===== src/hw/pzr_pkg.sv =====
/*
 * Package for the page-zero identity and status register bank: register
 * offsets inside a page, field positions, masks of assigned bits, reset values
 * and the register-select type.
 * Assumes an 8-bit register port that carries the offset within the current page.
 */
package pzr_pkg;

	// ************************************************************
	// register offsets within a page
	// ************************************************************
	localparam logic [7:0] OFS_DIE_REV  = 8'h00;
	localparam logic [7:0] OFS_PAGE     = 8'h01;
	localparam logic [7:0] OFS_PART_LO  = 8'h02;
	localparam logic [7:0] OFS_PART_HI  = 8'h03;
	localparam logic [7:0] OFS_GRADE    = 8'h04;
	localparam logic [7:0] OFS_SI_REV   = 8'h05;
	localparam logic [7:0] OFS_TEMP     = 8'h09;
	localparam logic [7:0] OFS_PACKAGE  = 8'h0a;
	localparam logic [7:0] OFS_BUS_ADDR = 8'h0b;
	localparam logic [7:0] OFS_LIVE_DEV = 8'h0c;
	localparam logic [7:0] OFS_LIVE_IN  = 8'h0d;
	localparam logic [7:0] OFS_LIVE_PLL = 8'h0e;
	localparam logic [7:0] OFS_FLAG_DEV = 8'h11;
	localparam logic [7:0] OFS_FLAG_IN  = 8'h12;
	localparam logic [7:0] OFS_FLAG_PLL = 8'h13;

	// ************************************************************
	// pages, fixed codes and reset values
	// ************************************************************
	localparam logic [7:0] PAGE_RESET      = 8'h00;
	localparam logic [7:0] PAGE_ZERO       = 8'h00;
	localparam logic [7:0] TEMP_INDUSTRIAL = 8'h00;
	localparam logic [7:0] PKG_QFN64       = 8'h00;
	localparam logic [7:0] READ_IDLE       = 8'h00;

	// ************************************************************
	// status field positions
	// ************************************************************
	localparam int BIT_CALIBRATING   = 0;
	localparam int BIT_REF_PINS_LOST = 1;
	localparam int BIT_REF_UNDETECT  = 2;
	localparam int BIT_REF_LOCK_PROB = 3;
	localparam int BIT_BUS_TIMEOUT   = 5;
	localparam int BIT_PLL_UNLOCKED  = 1;
	localparam int BIT_PLL_COASTING  = 5;
	localparam int LSB_SIGNAL_LOST   = 0;
	localparam int LSB_OFF_FREQ      = 4;
	localparam int NUM_INPUTS        = 4;

	// ************************************************************
	// status register slots and their assigned bits
	// ************************************************************
	localparam int STAT_REGS = 3;
	localparam int SLOT_DEV  = 0;
	localparam int SLOT_IN   = 1;
	localparam int SLOT_PLL  = 2;
	localparam logic [7:0] MASK_DEV = 8'h2f;
	localparam logic [7:0] MASK_IN  = 8'hff;
	localparam logic [7:0] MASK_PLL = 8'h22;
	localparam logic [STAT_REGS-1:0][7:0] STAT_MASK = {MASK_PLL, MASK_IN, MASK_DEV};

	// async monitor inputs passed through the synchroniser
	localparam int MON_BITS = 16;

	typedef enum {
		SEL_NONE, SEL_PAGE, SEL_DIE_REV, SEL_PART_LO, SEL_PART_HI, SEL_GRADE,
		SEL_SI_REV, SEL_TEMP, SEL_PACKAGE, SEL_BUS_ADDR, SEL_LIVE_DEV,
		SEL_LIVE_IN, SEL_LIVE_PLL, SEL_FLAG_DEV, SEL_FLAG_IN, SEL_FLAG_PLL
	} pzr_sel_t;

endpackage : pzr_pkg


===== src/hw/pzr_flag_if.sv =====
/*
 * Interface between the register bank and its sticky-flag bank: live status,
 * sticky flags and the clear request from a register write.
 * Assumes both ends run on the same clock and reset.
 */
`timescale 1ns/1ns
`default_nettype none

interface pzr_flag_if;
	import pzr_pkg::*;

	logic [STAT_REGS-1:0][7:0] live;
	logic [STAT_REGS-1:0][7:0] flag;
	logic [STAT_REGS-1:0]      clrEn;
	logic [7:0]                clrData;

	modport regs  (output live, output clrEn, output clrData, input flag);
	modport flags (input live, input clrEn, input clrData, output flag);

endinterface : pzr_flag_if

`default_nettype wire


===== src/hw/pzr_sync_bank.sv =====
/*
 * Two-flop synchroniser bank for asynchronous monitor levels.
 * Assumes levels that stay stable for several clock periods; pulses shorter
 * than a clock may be missed.
 */
`timescale 1ns/1ns
`default_nettype none

module pzr_sync_bank #(
	parameter int WIDTH = 1
) (
	// clock and reset
	input  wire logic             clk,
	input  wire logic             rst_n,
	// levels
	input  wire logic [WIDTH-1:0] asyncIn,
	output logic      [WIDTH-1:0] syncOut
);

	logic [WIDTH-1:0] stage1;

	// first stage feeds only the second
	always_ff @(posedge clk or negedge rst_n) begin
		if (!rst_n) begin
			stage1  <= '0;
			syncOut <= '0;
		end else begin
			stage1  <= asyncIn;
			syncOut <= stage1;
		end
	end

endmodule : pzr_sync_bank

`default_nettype wire


===== src/hw/pzr_sticky_flags.sv =====
/*
 * Sticky companions of the live status bits. A live 1 sets the flag; a write
 * of 0 clears it only while the live bit is 0.
 * Assumes live bits already synchronised to clk.
 */
`timescale 1ns/1ns
`default_nettype none

module pzr_sticky_flags import pzr_pkg::*; (
	// clock and reset
	input  wire logic    clk,
	input  wire logic    rst_n,
	// status exchange
	pzr_flag_if.flags    fl
);

	logic [STAT_REGS-1:0][7:0] flag;
	logic [STAT_REGS-1:0][7:0] next_flag;

	genvar i;
	generate
		for (i = 0; i < STAT_REGS; i++) begin : g_slot
			logic [7:0] clearMask;
			// set wins: a live 1 holds the flag even during a clear
			always_comb begin
				clearMask    = fl.clrEn[i] ? (~fl.clrData & ~fl.live[i]) : 8'h00;
				next_flag[i] = ((flag[i] & ~clearMask) | fl.live[i]) & STAT_MASK[i];
			end
		end
	endgenerate

	always_ff @(posedge clk or negedge rst_n) begin
		if (!rst_n) begin
			flag <= '0;
		end else begin
			flag <= next_flag;
		end
	end

	assign fl.flag = flag;

endmodule : pzr_sticky_flags

`default_nettype wire


===== src/hw/pzr_page0_regs.sv =====
/*
 * Page-zero register bank of a clock synthesizer: page select mirrored on
 * every page, identification bytes, live status and their sticky flags.
 * Assumes a serial-port front end that presents one register access per
 * cycle as an offset within the current page, and a bus-timeout level that
 * comes from that front end on the same clock.
 */
`timescale 1ns/1ns
`default_nettype none

module pzr_page0_regs import pzr_pkg::*; #(
	// identity values; all defaults arbitrary
	parameter logic [3:0]  DIE_REVISION   = 4'h1,
	parameter logic [15:0] PART_DIGITS    = 16'h1234,
	parameter logic [7:0]  GRADE_INDEX    = 8'h01,
	parameter logic [7:0]  SI_REV_INDEX   = 8'h02,
	parameter logic [4:0]  BUS_ADDR_UPPER = 5'h1a
) (
	// clock and reset
	input  wire logic       sys_clk,
	input  wire logic       reset_n,
	// register port
	input  wire logic [7:0] regAddr,
	input  wire logic       regWrite,
	input  wire logic       regRead,
	input  wire logic [7:0] regWdata,
	output logic      [7:0] regRdata,
	output logic            regRdValid,
	output logic      [7:0] activePage,
	// device monitors, asynchronous
	input  wire logic       calibratingNow,
	input  wire logic       refPinsNoSignal,
	input  wire logic       refSignalUndetected,
	input  wire logic       refLockProblem,
	input  wire logic [3:0] inputSignalLost,
	input  wire logic [3:0] inputOffFrequency,
	input  wire logic       pllUnlocked,
	input  wire logic       pllCoasting,
	// serial front end, same clock
	input  wire logic       busTimeoutErr,
	// address straps, asynchronous
	input  wire logic       addrStrapHigh,
	input  wire logic       addrStrapLow
);

	// ************************************************************
	// reset release
	// ************************************************************
	logic [1:0] rstPipe;
	logic       rst_n;

	always_ff @(posedge sys_clk or negedge reset_n) begin
		if (!reset_n) begin
			rstPipe <= 2'b00;
		end else begin
			rstPipe <= {rstPipe[0], 1'b1};
		end
	end

	assign rst_n = rstPipe[1];

	// ************************************************************
	// monitor synchronisation
	// ************************************************************
	logic [MON_BITS-1:0] monAsync;
	logic [MON_BITS-1:0] monSync;
	logic [1:0]          strapAsync;
	logic [1:0]          strapSync;

	assign monAsync = {pllCoasting, pllUnlocked, inputOffFrequency, inputSignalLost,
		2'b00, refLockProblem, refSignalUndetected, refPinsNoSignal, calibratingNow};
	assign strapAsync = {addrStrapHigh, addrStrapLow};

	pzr_sync_bank #(
		.WIDTH (MON_BITS)
	) u_mon_sync (
		.clk     (sys_clk),
		.rst_n   (rst_n),
		.asyncIn (monAsync),
		.syncOut (monSync)
	);

	pzr_sync_bank #(
		.WIDTH (2)
	) u_strap_sync (
		.clk     (sys_clk),
		.rst_n   (rst_n),
		.asyncIn (strapAsync),
		.syncOut (strapSync)
	);

	// ************************************************************
	// live status assembly
	// ************************************************************
	pzr_flag_if flagBus ();

	logic [7:0] liveDev;
	logic [7:0] liveIn;
	logic [7:0] livePll;

	always_comb begin
		liveDev                    = 8'h00;
		liveDev[BIT_CALIBRATING]   = monSync[0];
		liveDev[BIT_REF_PINS_LOST] = monSync[1];
		liveDev[BIT_REF_UNDETECT]  = monSync[2];
		liveDev[BIT_REF_LOCK_PROB] = monSync[3];
		liveDev[BIT_BUS_TIMEOUT]   = busTimeoutErr;
		liveIn                     = 8'h00;
		liveIn[LSB_SIGNAL_LOST +: NUM_INPUTS] = monSync[9:6];
		liveIn[LSB_OFF_FREQ +: NUM_INPUTS]    = monSync[13:10];
		livePll                    = 8'h00;
		livePll[BIT_PLL_UNLOCKED]  = monSync[14];
		livePll[BIT_PLL_COASTING]  = monSync[15];
	end

	assign flagBus.live[SLOT_DEV] = liveDev;
	assign flagBus.live[SLOT_IN]  = liveIn;
	assign flagBus.live[SLOT_PLL] = livePll;

	pzr_sticky_flags u_flags (
		.clk   (sys_clk),
		.rst_n (rst_n),
		.fl    (flagBus.flags)
	);

	// ************************************************************
	// address decode
	// ************************************************************
	// page select answers on every page; everything else only on page zero
	function automatic pzr_sel_t regDecode(input logic [7:0] page, input logic [7:0] ofs);
		pzr_sel_t sel;
		sel = SEL_NONE;
		if (ofs == OFS_PAGE) begin
			sel = SEL_PAGE;
		end else if (page == PAGE_ZERO) begin
			case (ofs)
				OFS_DIE_REV:  sel = SEL_DIE_REV;
				OFS_PART_LO:  sel = SEL_PART_LO;
				OFS_PART_HI:  sel = SEL_PART_HI;
				OFS_GRADE:    sel = SEL_GRADE;
				OFS_SI_REV:   sel = SEL_SI_REV;
				OFS_TEMP:     sel = SEL_TEMP;
				OFS_PACKAGE:  sel = SEL_PACKAGE;
				OFS_BUS_ADDR: sel = SEL_BUS_ADDR;
				OFS_LIVE_DEV: sel = SEL_LIVE_DEV;
				OFS_LIVE_IN:  sel = SEL_LIVE_IN;
				OFS_LIVE_PLL: sel = SEL_LIVE_PLL;
				OFS_FLAG_DEV: sel = SEL_FLAG_DEV;
				OFS_FLAG_IN:  sel = SEL_FLAG_IN;
				OFS_FLAG_PLL: sel = SEL_FLAG_PLL;
				default:      sel = SEL_NONE;
			endcase
		end
		return sel;
	endfunction : regDecode

	pzr_sel_t rdSel;
	pzr_sel_t wrSel;

	assign rdSel = regDecode(activePage, regAddr);
	assign wrSel = regDecode(activePage, regAddr);

	// ************************************************************
	// write side
	// ************************************************************
	logic [7:0] next_page;

	always_comb begin
		next_page = activePage;
		// only page select is stored here; flag writes clear sticky bits, identity and live writes fall through
		if (regWrite && wrSel == SEL_PAGE) begin
			next_page = regWdata;
		end
	end

	assign flagBus.clrEn[SLOT_DEV] = regWrite && wrSel == SEL_FLAG_DEV;
	assign flagBus.clrEn[SLOT_IN]  = regWrite && wrSel == SEL_FLAG_IN;
	assign flagBus.clrEn[SLOT_PLL] = regWrite && wrSel == SEL_FLAG_PLL;
	assign flagBus.clrData         = regWdata;

	// ************************************************************
	// strap capture
	// ************************************************************
	// straps sampled once after reset so the address cannot move mid-transfer
	logic [1:0] strapAddr;
	logic       strapTaken;
	logic [1:0] strapFill;
	logic [1:0] next_strapAddr;
	logic       next_strapTaken;
	logic [1:0] next_strapFill;

	always_comb begin
		next_strapAddr  = strapAddr;
		next_strapTaken = strapTaken;
		next_strapFill  = {strapFill[0], 1'b1};
		// synchroniser still shows its reset value for two edges after release
		if (strapFill[1] && !strapTaken) begin
			next_strapAddr  = strapSync;
			next_strapTaken = 1'b1;
		end
	end

	// ************************************************************
	// read side
	// ************************************************************
	logic [7:0] next_rdata;
	logic       next_rdValid;

	always_comb begin
		next_rdata   = regRdata;
		next_rdValid = regRead;
		if (regRead) begin
			unique case (rdSel)
				SEL_PAGE:     next_rdata = activePage;
				SEL_DIE_REV:  next_rdata = {4'h0, DIE_REVISION};
				SEL_PART_LO:  next_rdata = PART_DIGITS[7:0];
				SEL_PART_HI:  next_rdata = PART_DIGITS[15:8];
				SEL_GRADE:    next_rdata = GRADE_INDEX;
				SEL_SI_REV:   next_rdata = SI_REV_INDEX;
				SEL_TEMP:     next_rdata = TEMP_INDUSTRIAL;
				SEL_PACKAGE:  next_rdata = PKG_QFN64;
				SEL_BUS_ADDR: next_rdata = {1'b0, BUS_ADDR_UPPER, strapAddr};
				SEL_LIVE_DEV: next_rdata = liveDev & MASK_DEV;
				SEL_LIVE_IN:  next_rdata = liveIn & MASK_IN;
				SEL_LIVE_PLL: next_rdata = livePll & MASK_PLL;
				SEL_FLAG_DEV: next_rdata = flagBus.flag[SLOT_DEV];
				SEL_FLAG_IN:  next_rdata = flagBus.flag[SLOT_IN];
				SEL_FLAG_PLL: next_rdata = flagBus.flag[SLOT_PLL];
				SEL_NONE:     next_rdata = READ_IDLE;
			endcase
		end
	end

	// ************************************************************
	// state registers
	// ************************************************************
	always_ff @(posedge sys_clk or negedge rst_n) begin
		if (!rst_n) begin
			activePage <= PAGE_RESET;
			regRdata   <= READ_IDLE;
			regRdValid <= 1'b0;
			strapAddr  <= 2'b00;
			strapTaken <= 1'b0;
			strapFill  <= 2'b00;
		end else begin
			activePage <= next_page;
			regRdata   <= next_rdata;
			regRdValid <= next_rdValid;
			strapAddr  <= next_strapAddr;
			strapTaken <= next_strapTaken;
			strapFill  <= next_strapFill;
		end
	end

endmodule : pzr_page0_regs

`default_nettype wire


===== config.mk =====
export PLATFORM = sky130hd
export DESIGN_NAME = pzr_page0_regs
export DESIGN_NICKNAME = d
export VERILOG_FILES = /design/src/hw/pzr_pkg.sv /design/src/hw/pzr_flag_if.sv /design/src/hw/pzr_sync_bank.sv /design/src/hw/pzr_sticky_flags.sv /design/src/hw/pzr_page0_regs.sv
export SDC_FILE = /design/constraint.sdc
export NUM_CORES = 1
export LEC_CHECK = 0
export BUFFER_PORTS_ARGS = -buffer_cell sky130_fd_sc_hd__clkbuf_2
export CAP_MARGIN = 20
export CELL_PAD_IN_SITES_DETAIL_PLACEMENT = 2
export CELL_PAD_IN_SITES_GLOBAL_PLACEMENT = 2
export CORE_MARGIN = 2
export CORE_UTILIZATION = 36
export CTS_BUF_LIST = sky130_fd_sc_hd__clkbuf_16
export CTS_CLUSTER_SIZE = 12
export DETAILED_ROUTE_END_ITERATION = 8
export GPL_TIMING_DRIVEN = 1
export PLACE_DENSITY = 0.76
export SETUP_SLACK_MARGIN = 0.2
export SLEW_MARGIN = 20
export SYNTH_ARGS = -nofsm -noshare
export SYNTH_HDL_FRONTEND = slang
export SYNTH_SLANG_ARGS = --single-unit

===== constraint.sdc =====
create_clock -name sys_clk -period 2.7 [get_ports sys_clk]
set_input_delay 0.135 -clock sys_clk [delete_from_list [all_inputs] [get_ports sys_clk]]
set_output_delay 0.135 -clock sys_clk [all_outputs]
set_load 0.02 [all_outputs]

==> flow_metrics.tcl, run 1 <==
set metrics [dict create \
    fmax_ghz 0.425 \
    status "complete, no violations" \
    final_cell_mix "dfrtp_1 (70), clkbuf_2 (53), o21ai_0 (24)" \
    grt_usage 0.221 \
    final_common_cell "dfrtp_1" \
    avgSynthCellArea_um2 11.5 \
    min-delay-start "busTimeoutErr" \
    ios 54 \
    post-route-util 0.481 \
    diodes 0 \
    synthAdderAreaFrac 0 \
    die_h_um 94.9 \
    grt-ovfl-total 0 \
    synth_edf_count 0 \
    synth_top_area_frac 0.598 \
    synth.area.top_cells "dfrtp_1 (60%), mux2_2 (4.5%), o21ai_0 (4.0%)" \
    cp.required_ns 2.91 \
    numCtsBuffers 9 \
    die_area_um2 9000 \
    h-tree-depth 3 \
    synth_xor_area_frac 0.00295 \
    synth_top_family_by_area "simple AND/OR/NAND/NOR gates" \
    gp_congestion 0.857 \
    holdPathStages 2 \
    synth_compound_area_frac 0.145 \
    hold_viol_final 0 \
    syn2layout_area_growth_pct 30.9 \
    fin_nets 375 \
    critPathLaunchType "flop" \
    root_buffer "clkbuf_16" \
    port_buffers 53 \
    grt_pass1_wl_um 14800 \
    fin_skew_ns 0.00404 \
    power_density_nw_per_um2 663 \
    drtIter0Drc 133 \
    routed_wirelength_um 9260 \
    drc 0 \
    fin_setup_tns_ns 0 \
    timing.rr.start "activePage[1]" \
    stdcell_area_um2 3890 \
    clk-insertion-delay-late_ns 0.33 \
    hpwl_um 6260 \
    synthMuxAreaShare 0.0522 \
    maxSlewHeadroom 0.509 \
    ys_seq_elements 71 \
    crit_type "reg2reg" \
    async_reset_ff_frac 1.00 \
    cpLargestDelayFamily "simple AND/OR/NAND/NOR gates" \
    cts_buffer_depth 2 \
    core_um2 8090 \
    num_rows 33 \
    path_clk_slew_ns 0.06 \
    chipWidth_um 94.9 \
    path_cells "nor4_4, buf_4, nand3_1, buf_4, a211oi_2, nand2_1, o21ai_0, nand2b_1" \
    yosys.area_share.simple 0.179 \
    initial_core_util 0.367 \
    placedCellCount 415 \
    syn_inst 259 \
    cp.buffers_inverters 2 \
    drive_gt1_frac 0.297 \
    end_kind "flop" \
    hold_class "in2reg" \
    reg2reg_slack_ns 0.35 \
    yosysWarnings 0 \
    finalSetupViolCount 0 \
    cts_tree "done" \
    netlist_area_um2 2970 \
    tightest_slew_ns 0.737 \
    p_leak_nw 1.65 \
    fin_crit_ns 2.35 \
    r2r_end "u_flags.fl.flag[3]" \
    firstDrtPassIters 4 \
    slowest_stage "dfrtp_1" \
    crit_arrival_ns 2.57 \
    synth_ff_type "dfrtp_1" \
    clock_sinks 71 \
    slowest_delay_ns 0.45 \
    synthDistinctLibCells 52 \
    grt_max_degree 40 \
    drv_cap 0 \
    stdcell_count 448 \
    r2r_cells 8 \
    period_share 0.872 \
    crit_fanout 10 \
    dpl_cell_area_um2 3400 \
    grt_pass1_vias 2736 \
    ant_nets 0 \
    vias 2416 \
    peakVddDrop_mv 0.421 \
    drv_slew 0 \
    holdPathEnd "u_flags.fl.flag[5]" \
    wl_per_cell_um 20.7 \
    cpMostUsedCell "buf_4" \
    viasPerCell 5.39 \
    rsz0062_at_grt "false" \
    synth_area_leader_cell "dfrtp_1" \
    antenna_found_initial 0 \
    ys_seq_area_frac 0.598 \
]
[sequential cells by signal, indices dropped and copies added, names as in the netlist]
register and flops:
strapTaken 1, u_strap_sync.syncOut 2, rstPipe 2, u_mon_sync.stage1 14, u_mon_sync.syncOut 14, strapFill 2, regRdValid 1, strapAddr 2
u_strap_sync.stage1 2, u_flags.fl.flag 15, activePage 8, regRdata 8
[per-stage QoR]
step	hold slack [ns]	total power, mW	setup WS [ns]
floorplan	-0.161	1.28	0.576
global placement	-0.0767	1.38	0.406
detailed placement	-0.0744	1.39	0.367
CTS	0.0405	2.60	0.325
global route	0.0600	2.67	0.239
finish	0.0544	2.58	0.345
[worst max-delay path by stage]
| stage | endpoint | cells after the start | slack, ns | startpoint |
|---|---|---|---|---|
| after global placement | regRdata[2] | 8 | 0.41 | activePage[1] |
| final | u_flags.fl.flag[3] | 8 | 0.35 | activePage[1] |
| after floorplan | activePage[0] | 0 | 0.58 | rstPipe[1] |
| after detailed placement | regRdata[5] | 7 | 0.37 | activePage[1] |
| after global routing | u_flags.fl.flag[3] | 8 | 0.24 | activePage[0] |
| after CTS | u_flags.fl.flag[3] | 8 | 0.33 | activePage[1] |
[worst reg2reg max path, cell delays in order, from the launching register on]
cell and delay [ns]:
dfrtp_1 0.45, nor4_4 0.35, buf_4 0.19, nand3_1 0.13, buf_4 0.23, a211oi_2 0.28
nand2_1 0.26, o21ai_0 0.26, nand2b_1 0.09
[synth_stat cells (3+ instances only)]
cell type / count
mux2_2: 12
nand2b_1: 19
nor2_1: 17
dfrtp_1: 71
a22oi_1: 3
nor2b_1: 4
nand3b_1: 3
nand2_1: 17
o21ai_0: 24
a31oi_1: 5
nand4_1: 4
a21oi_1: 9
nand3_1: 3
a211oi_1: 5
nor3_1: 10
clkbuf_1: 7
[layer usage]
layer | wire length (um) | global-route usage | part of all wire | vias to the layer above
li1 | - | - | - | 1098
met1 | 3830 | 0.265 | 0.41 | 1253
met2 | 4970 | 0.401 | 0.54 | 51
met3 | 301 | 0.0399 | 0.033 | 14
met4 | 158 | 0.0713 | 0.017 | 0
met5 | 0 | 0 | 0 | -
[logic make-up after synthesis]
kind of cell              after synthesis
and+or+nand+nor                        93
AOI/OAI and AO/OA                      65
other                                   1
muxes                                  14
xor gates and xnor gates                1
DFF                                    71
buffers and inverters                  14
[power by group]
| part | internal [mW] | switching, mW |
|---|---|---|
| clock | 0.716 | 0.464 |
| sequential | 1.11 | 0.0404 |
| combinational | 0.106 | 0.139 |
[final cells by class]
type | instances | area [um2]
clock inverters | 7 | 71.3
clock buffers | 9 | 225
multi-input cells | 175 | 1160
flip-flops and latches | 71 | 1780
well taps | 105 | 131
fillers | 852 | 4200
repair buffers | 79 | 515
inverters | 2 | 7.51
[timing repair]
| item | 4_1_cts | 5_1_grt |
|---|---|---|
| endpoints found under the setup margin | 0 | 6 |
| resized for setup | 0 | 3 |
| hold buffers | 17 | 0 |
| buffers inserted | 0 | 0 |
| hold endpoints to repair | 18 | 0 |
Power figures use the tool's default switching activity.
==> inputs of run 2 (changes only) <==
--- a/config.mk
+++ b/config.mk
@@ -10,12 +10,11 @@
 export CELL_PAD_IN_SITES_DETAIL_PLACEMENT = 2
 export CELL_PAD_IN_SITES_GLOBAL_PLACEMENT = 2
 export CORE_MARGIN = 2
-export CORE_UTILIZATION = 36
+export CORE_UTILIZATION = 35
 export CTS_BUF_LIST = sky130_fd_sc_hd__clkbuf_16
 export CTS_CLUSTER_SIZE = 12
 export DETAILED_ROUTE_END_ITERATION = 8
-export GPL_TIMING_DRIVEN = 1
-export PLACE_DENSITY = 0.76
+export PLACE_DENSITY = 0.74
 export SETUP_SLACK_MARGIN = 0.2
 export SLEW_MARGIN = 20
 export SYNTH_ARGS = -nofsm -noshare
==> flow_metrics.tcl, run 2 (synthesized netlist as in run 1, its figures left out) <==
set metrics [dict create \
    finalSetupViolCount 0 \
    end_kind "flop" \
    grt_pass1_vias 2705 \
    grt-ovfl-total 0 \
    cts_tree "done" \
    power_density_nw_per_um2 695 \
    final_cell_mix "dfrtp_1 (70), clkbuf_2 (53), o21ai_0 (24)" \
    reg_top3 "u_flags.fl.flag: 15 flops, u_mon_sync.stage1: 14 flops, u_mon_sync.syncOut: 14 flops" \
    p_leak_nw 1.68 \
    largest_reg_flops 15 \
    h-tree-depth 3 \
    routed_wirelength_um 9280 \
    critPathLaunchType "flop" \
    diodes 0 \
    min-delay-start "busTimeoutErr" \
    port_buffers 53 \
    dp_slack_ns 0.335 \
    drv_slew 0 \
    chipWidth_um 96.1 \
    crit_arrival_ns 2.57 \
    gp_congestion 0.888 \
    rsz0062_at_grt "false" \
    fin_crit_ns 2.32 \
    cp-startpoint "activePage[0]" \
    wl_per_cell_um 20.6 \
    core_um2 8220 \
    root_buffer "clkbuf_16" \
    fin_skew_ns 0.00893 \
    die_area_um2 9240 \
    holdPathStages 2 \
    die_h_um 96.1 \
    syn2layout_area_growth_pct 32.7 \
    clk-insertion-delay-late_ns 0.33 \
    fin_hold_ws_ns 0.0172 \
    top_register "u_flags.fl.flag" \
    path_clk_slew_ns 0.06 \
    antenna_found_initial 0 \
    crit_type "reg2reg" \
    drtIter0Drc 111 \
    drv_cap 0 \
    cp.buffers_inverters 1 \
    slowest_stage "or3_1" \
    timing.rr.start "activePage[0]" \
    cpLargestDelayFamily "simple AND/OR/NAND/NOR gates" \
    clock_sinks 71 \
    fin_nets 377 \
    grt_usage 0.219 \
    drc 0 \
    ant_nets 0 \
    worst_slack_ns 0.377 \
    r2r_cells 7 \
    hold_class "in2reg" \
    fmax_ghz 0.430 \
    ios 54 \
    num_rows 33 \
    viasPerCell 5.34 \
    numCtsBuffers 9 \
    drive_gt1_frac 0.299 \
    status "complete, no violations" \
    cts_buffer_depth 2 \
    grt_max_degree 42 \
    hpwl_um 6090 \
    path_cells "nor4_2, buf_4, a22oi_1, or3_1, o21ai_2, nor2b_4, a221oi_2" \
    tightest_slew_ns 0.676 \
    hold_viol_final 0 \
    crit_fanout 4 \
    cts_setup_buffers 0 \
    initial_core_util 0.362 \
    cp.depth 7 \
    cp.required_ns 2.94 \
    fin_setup_tns_ns 0 \
    peakVddDrop_mv 0.354 \
    grt_pass1_wl_um 14700 \
    final_common_cell "dfrtp_1" \
    firstDrtPassIters 4 \
    maxSlewHeadroom 0.550 \
    vias 2403 \
    slowest_delay_ns 0.45 \
    period_share 0.860 \
]
run 2: cell types whose count changed in the layout (fill, tap and decap cells not counted), sizes merged:
cell / change
buf: +2
clkinvlp: -1
inv: -1
bufinv: +2
run 2: final timing paths:
check	endpoint	slack (ns)
worst min register to register	u_mon_sync.syncOut[2]	0.31
worst max register to register	regRdata[2]	0.38
max in group asynchronous	u_flags.fl.flag[17]	1.73
worst min-delay path	u_flags.fl.flag[5]	0.02
min in group asynchronous	rstPipe[1]	0.12
worst max-delay path	regRdata[2]	0.38
run 2: layout make-up:
class | instances | area [um2]
fill | 845 | 4270
sequential | 71 | 1780
multi-input combinational | 175 | 1160
timing repair buffer | 81 | 531
clock buffer | 9 | 225
tap | 105 | 131
clock inverter | 7 | 114
inverter | 2 | 7.51
run 2: metrics by stage:
stage / power [mW] / area (um2) / instances / utilization
after floorplan: 1.28 / 2980 / 260 / -
after global placement: 1.37 / 3410 / 417 / 0.415
after detailed placement: 1.38 / 3410 / 417 / 0.415
after CTS: 2.77 / 3920 / 450 / 0.477
after global routing: 2.85 / 3940 / 450 / 0.480
final: 2.74 / 3940 / 450 / 0.480
run 2: where the power goes:
group          internal [mW]  switching (mW)
Combinational          0.106           0.140
Sequential              1.11          0.0377
Clock                  0.897           0.451
run 2: routing by layer:
layer | vias up | track usage | wire (um)
li1 | 1099 | - | -
met1 | 1246 | 0.267 | 3860
met2 | 43 | 0.385 | 4940
met3 | 15 | 0.0423 | 274
met4 | 0 | 0.0750 | 199
met5 | - | 0 | 0
run 2: what timing repair did:
| item | in CTS | in global routing |
|---|---|---|
| setup endpoints to repair | 0 | 8 |
| gates resized for setup | 0 | 3 |
| hold endpoints to repair | 18 | 0 |
| hold buffers | 17 | 0 |
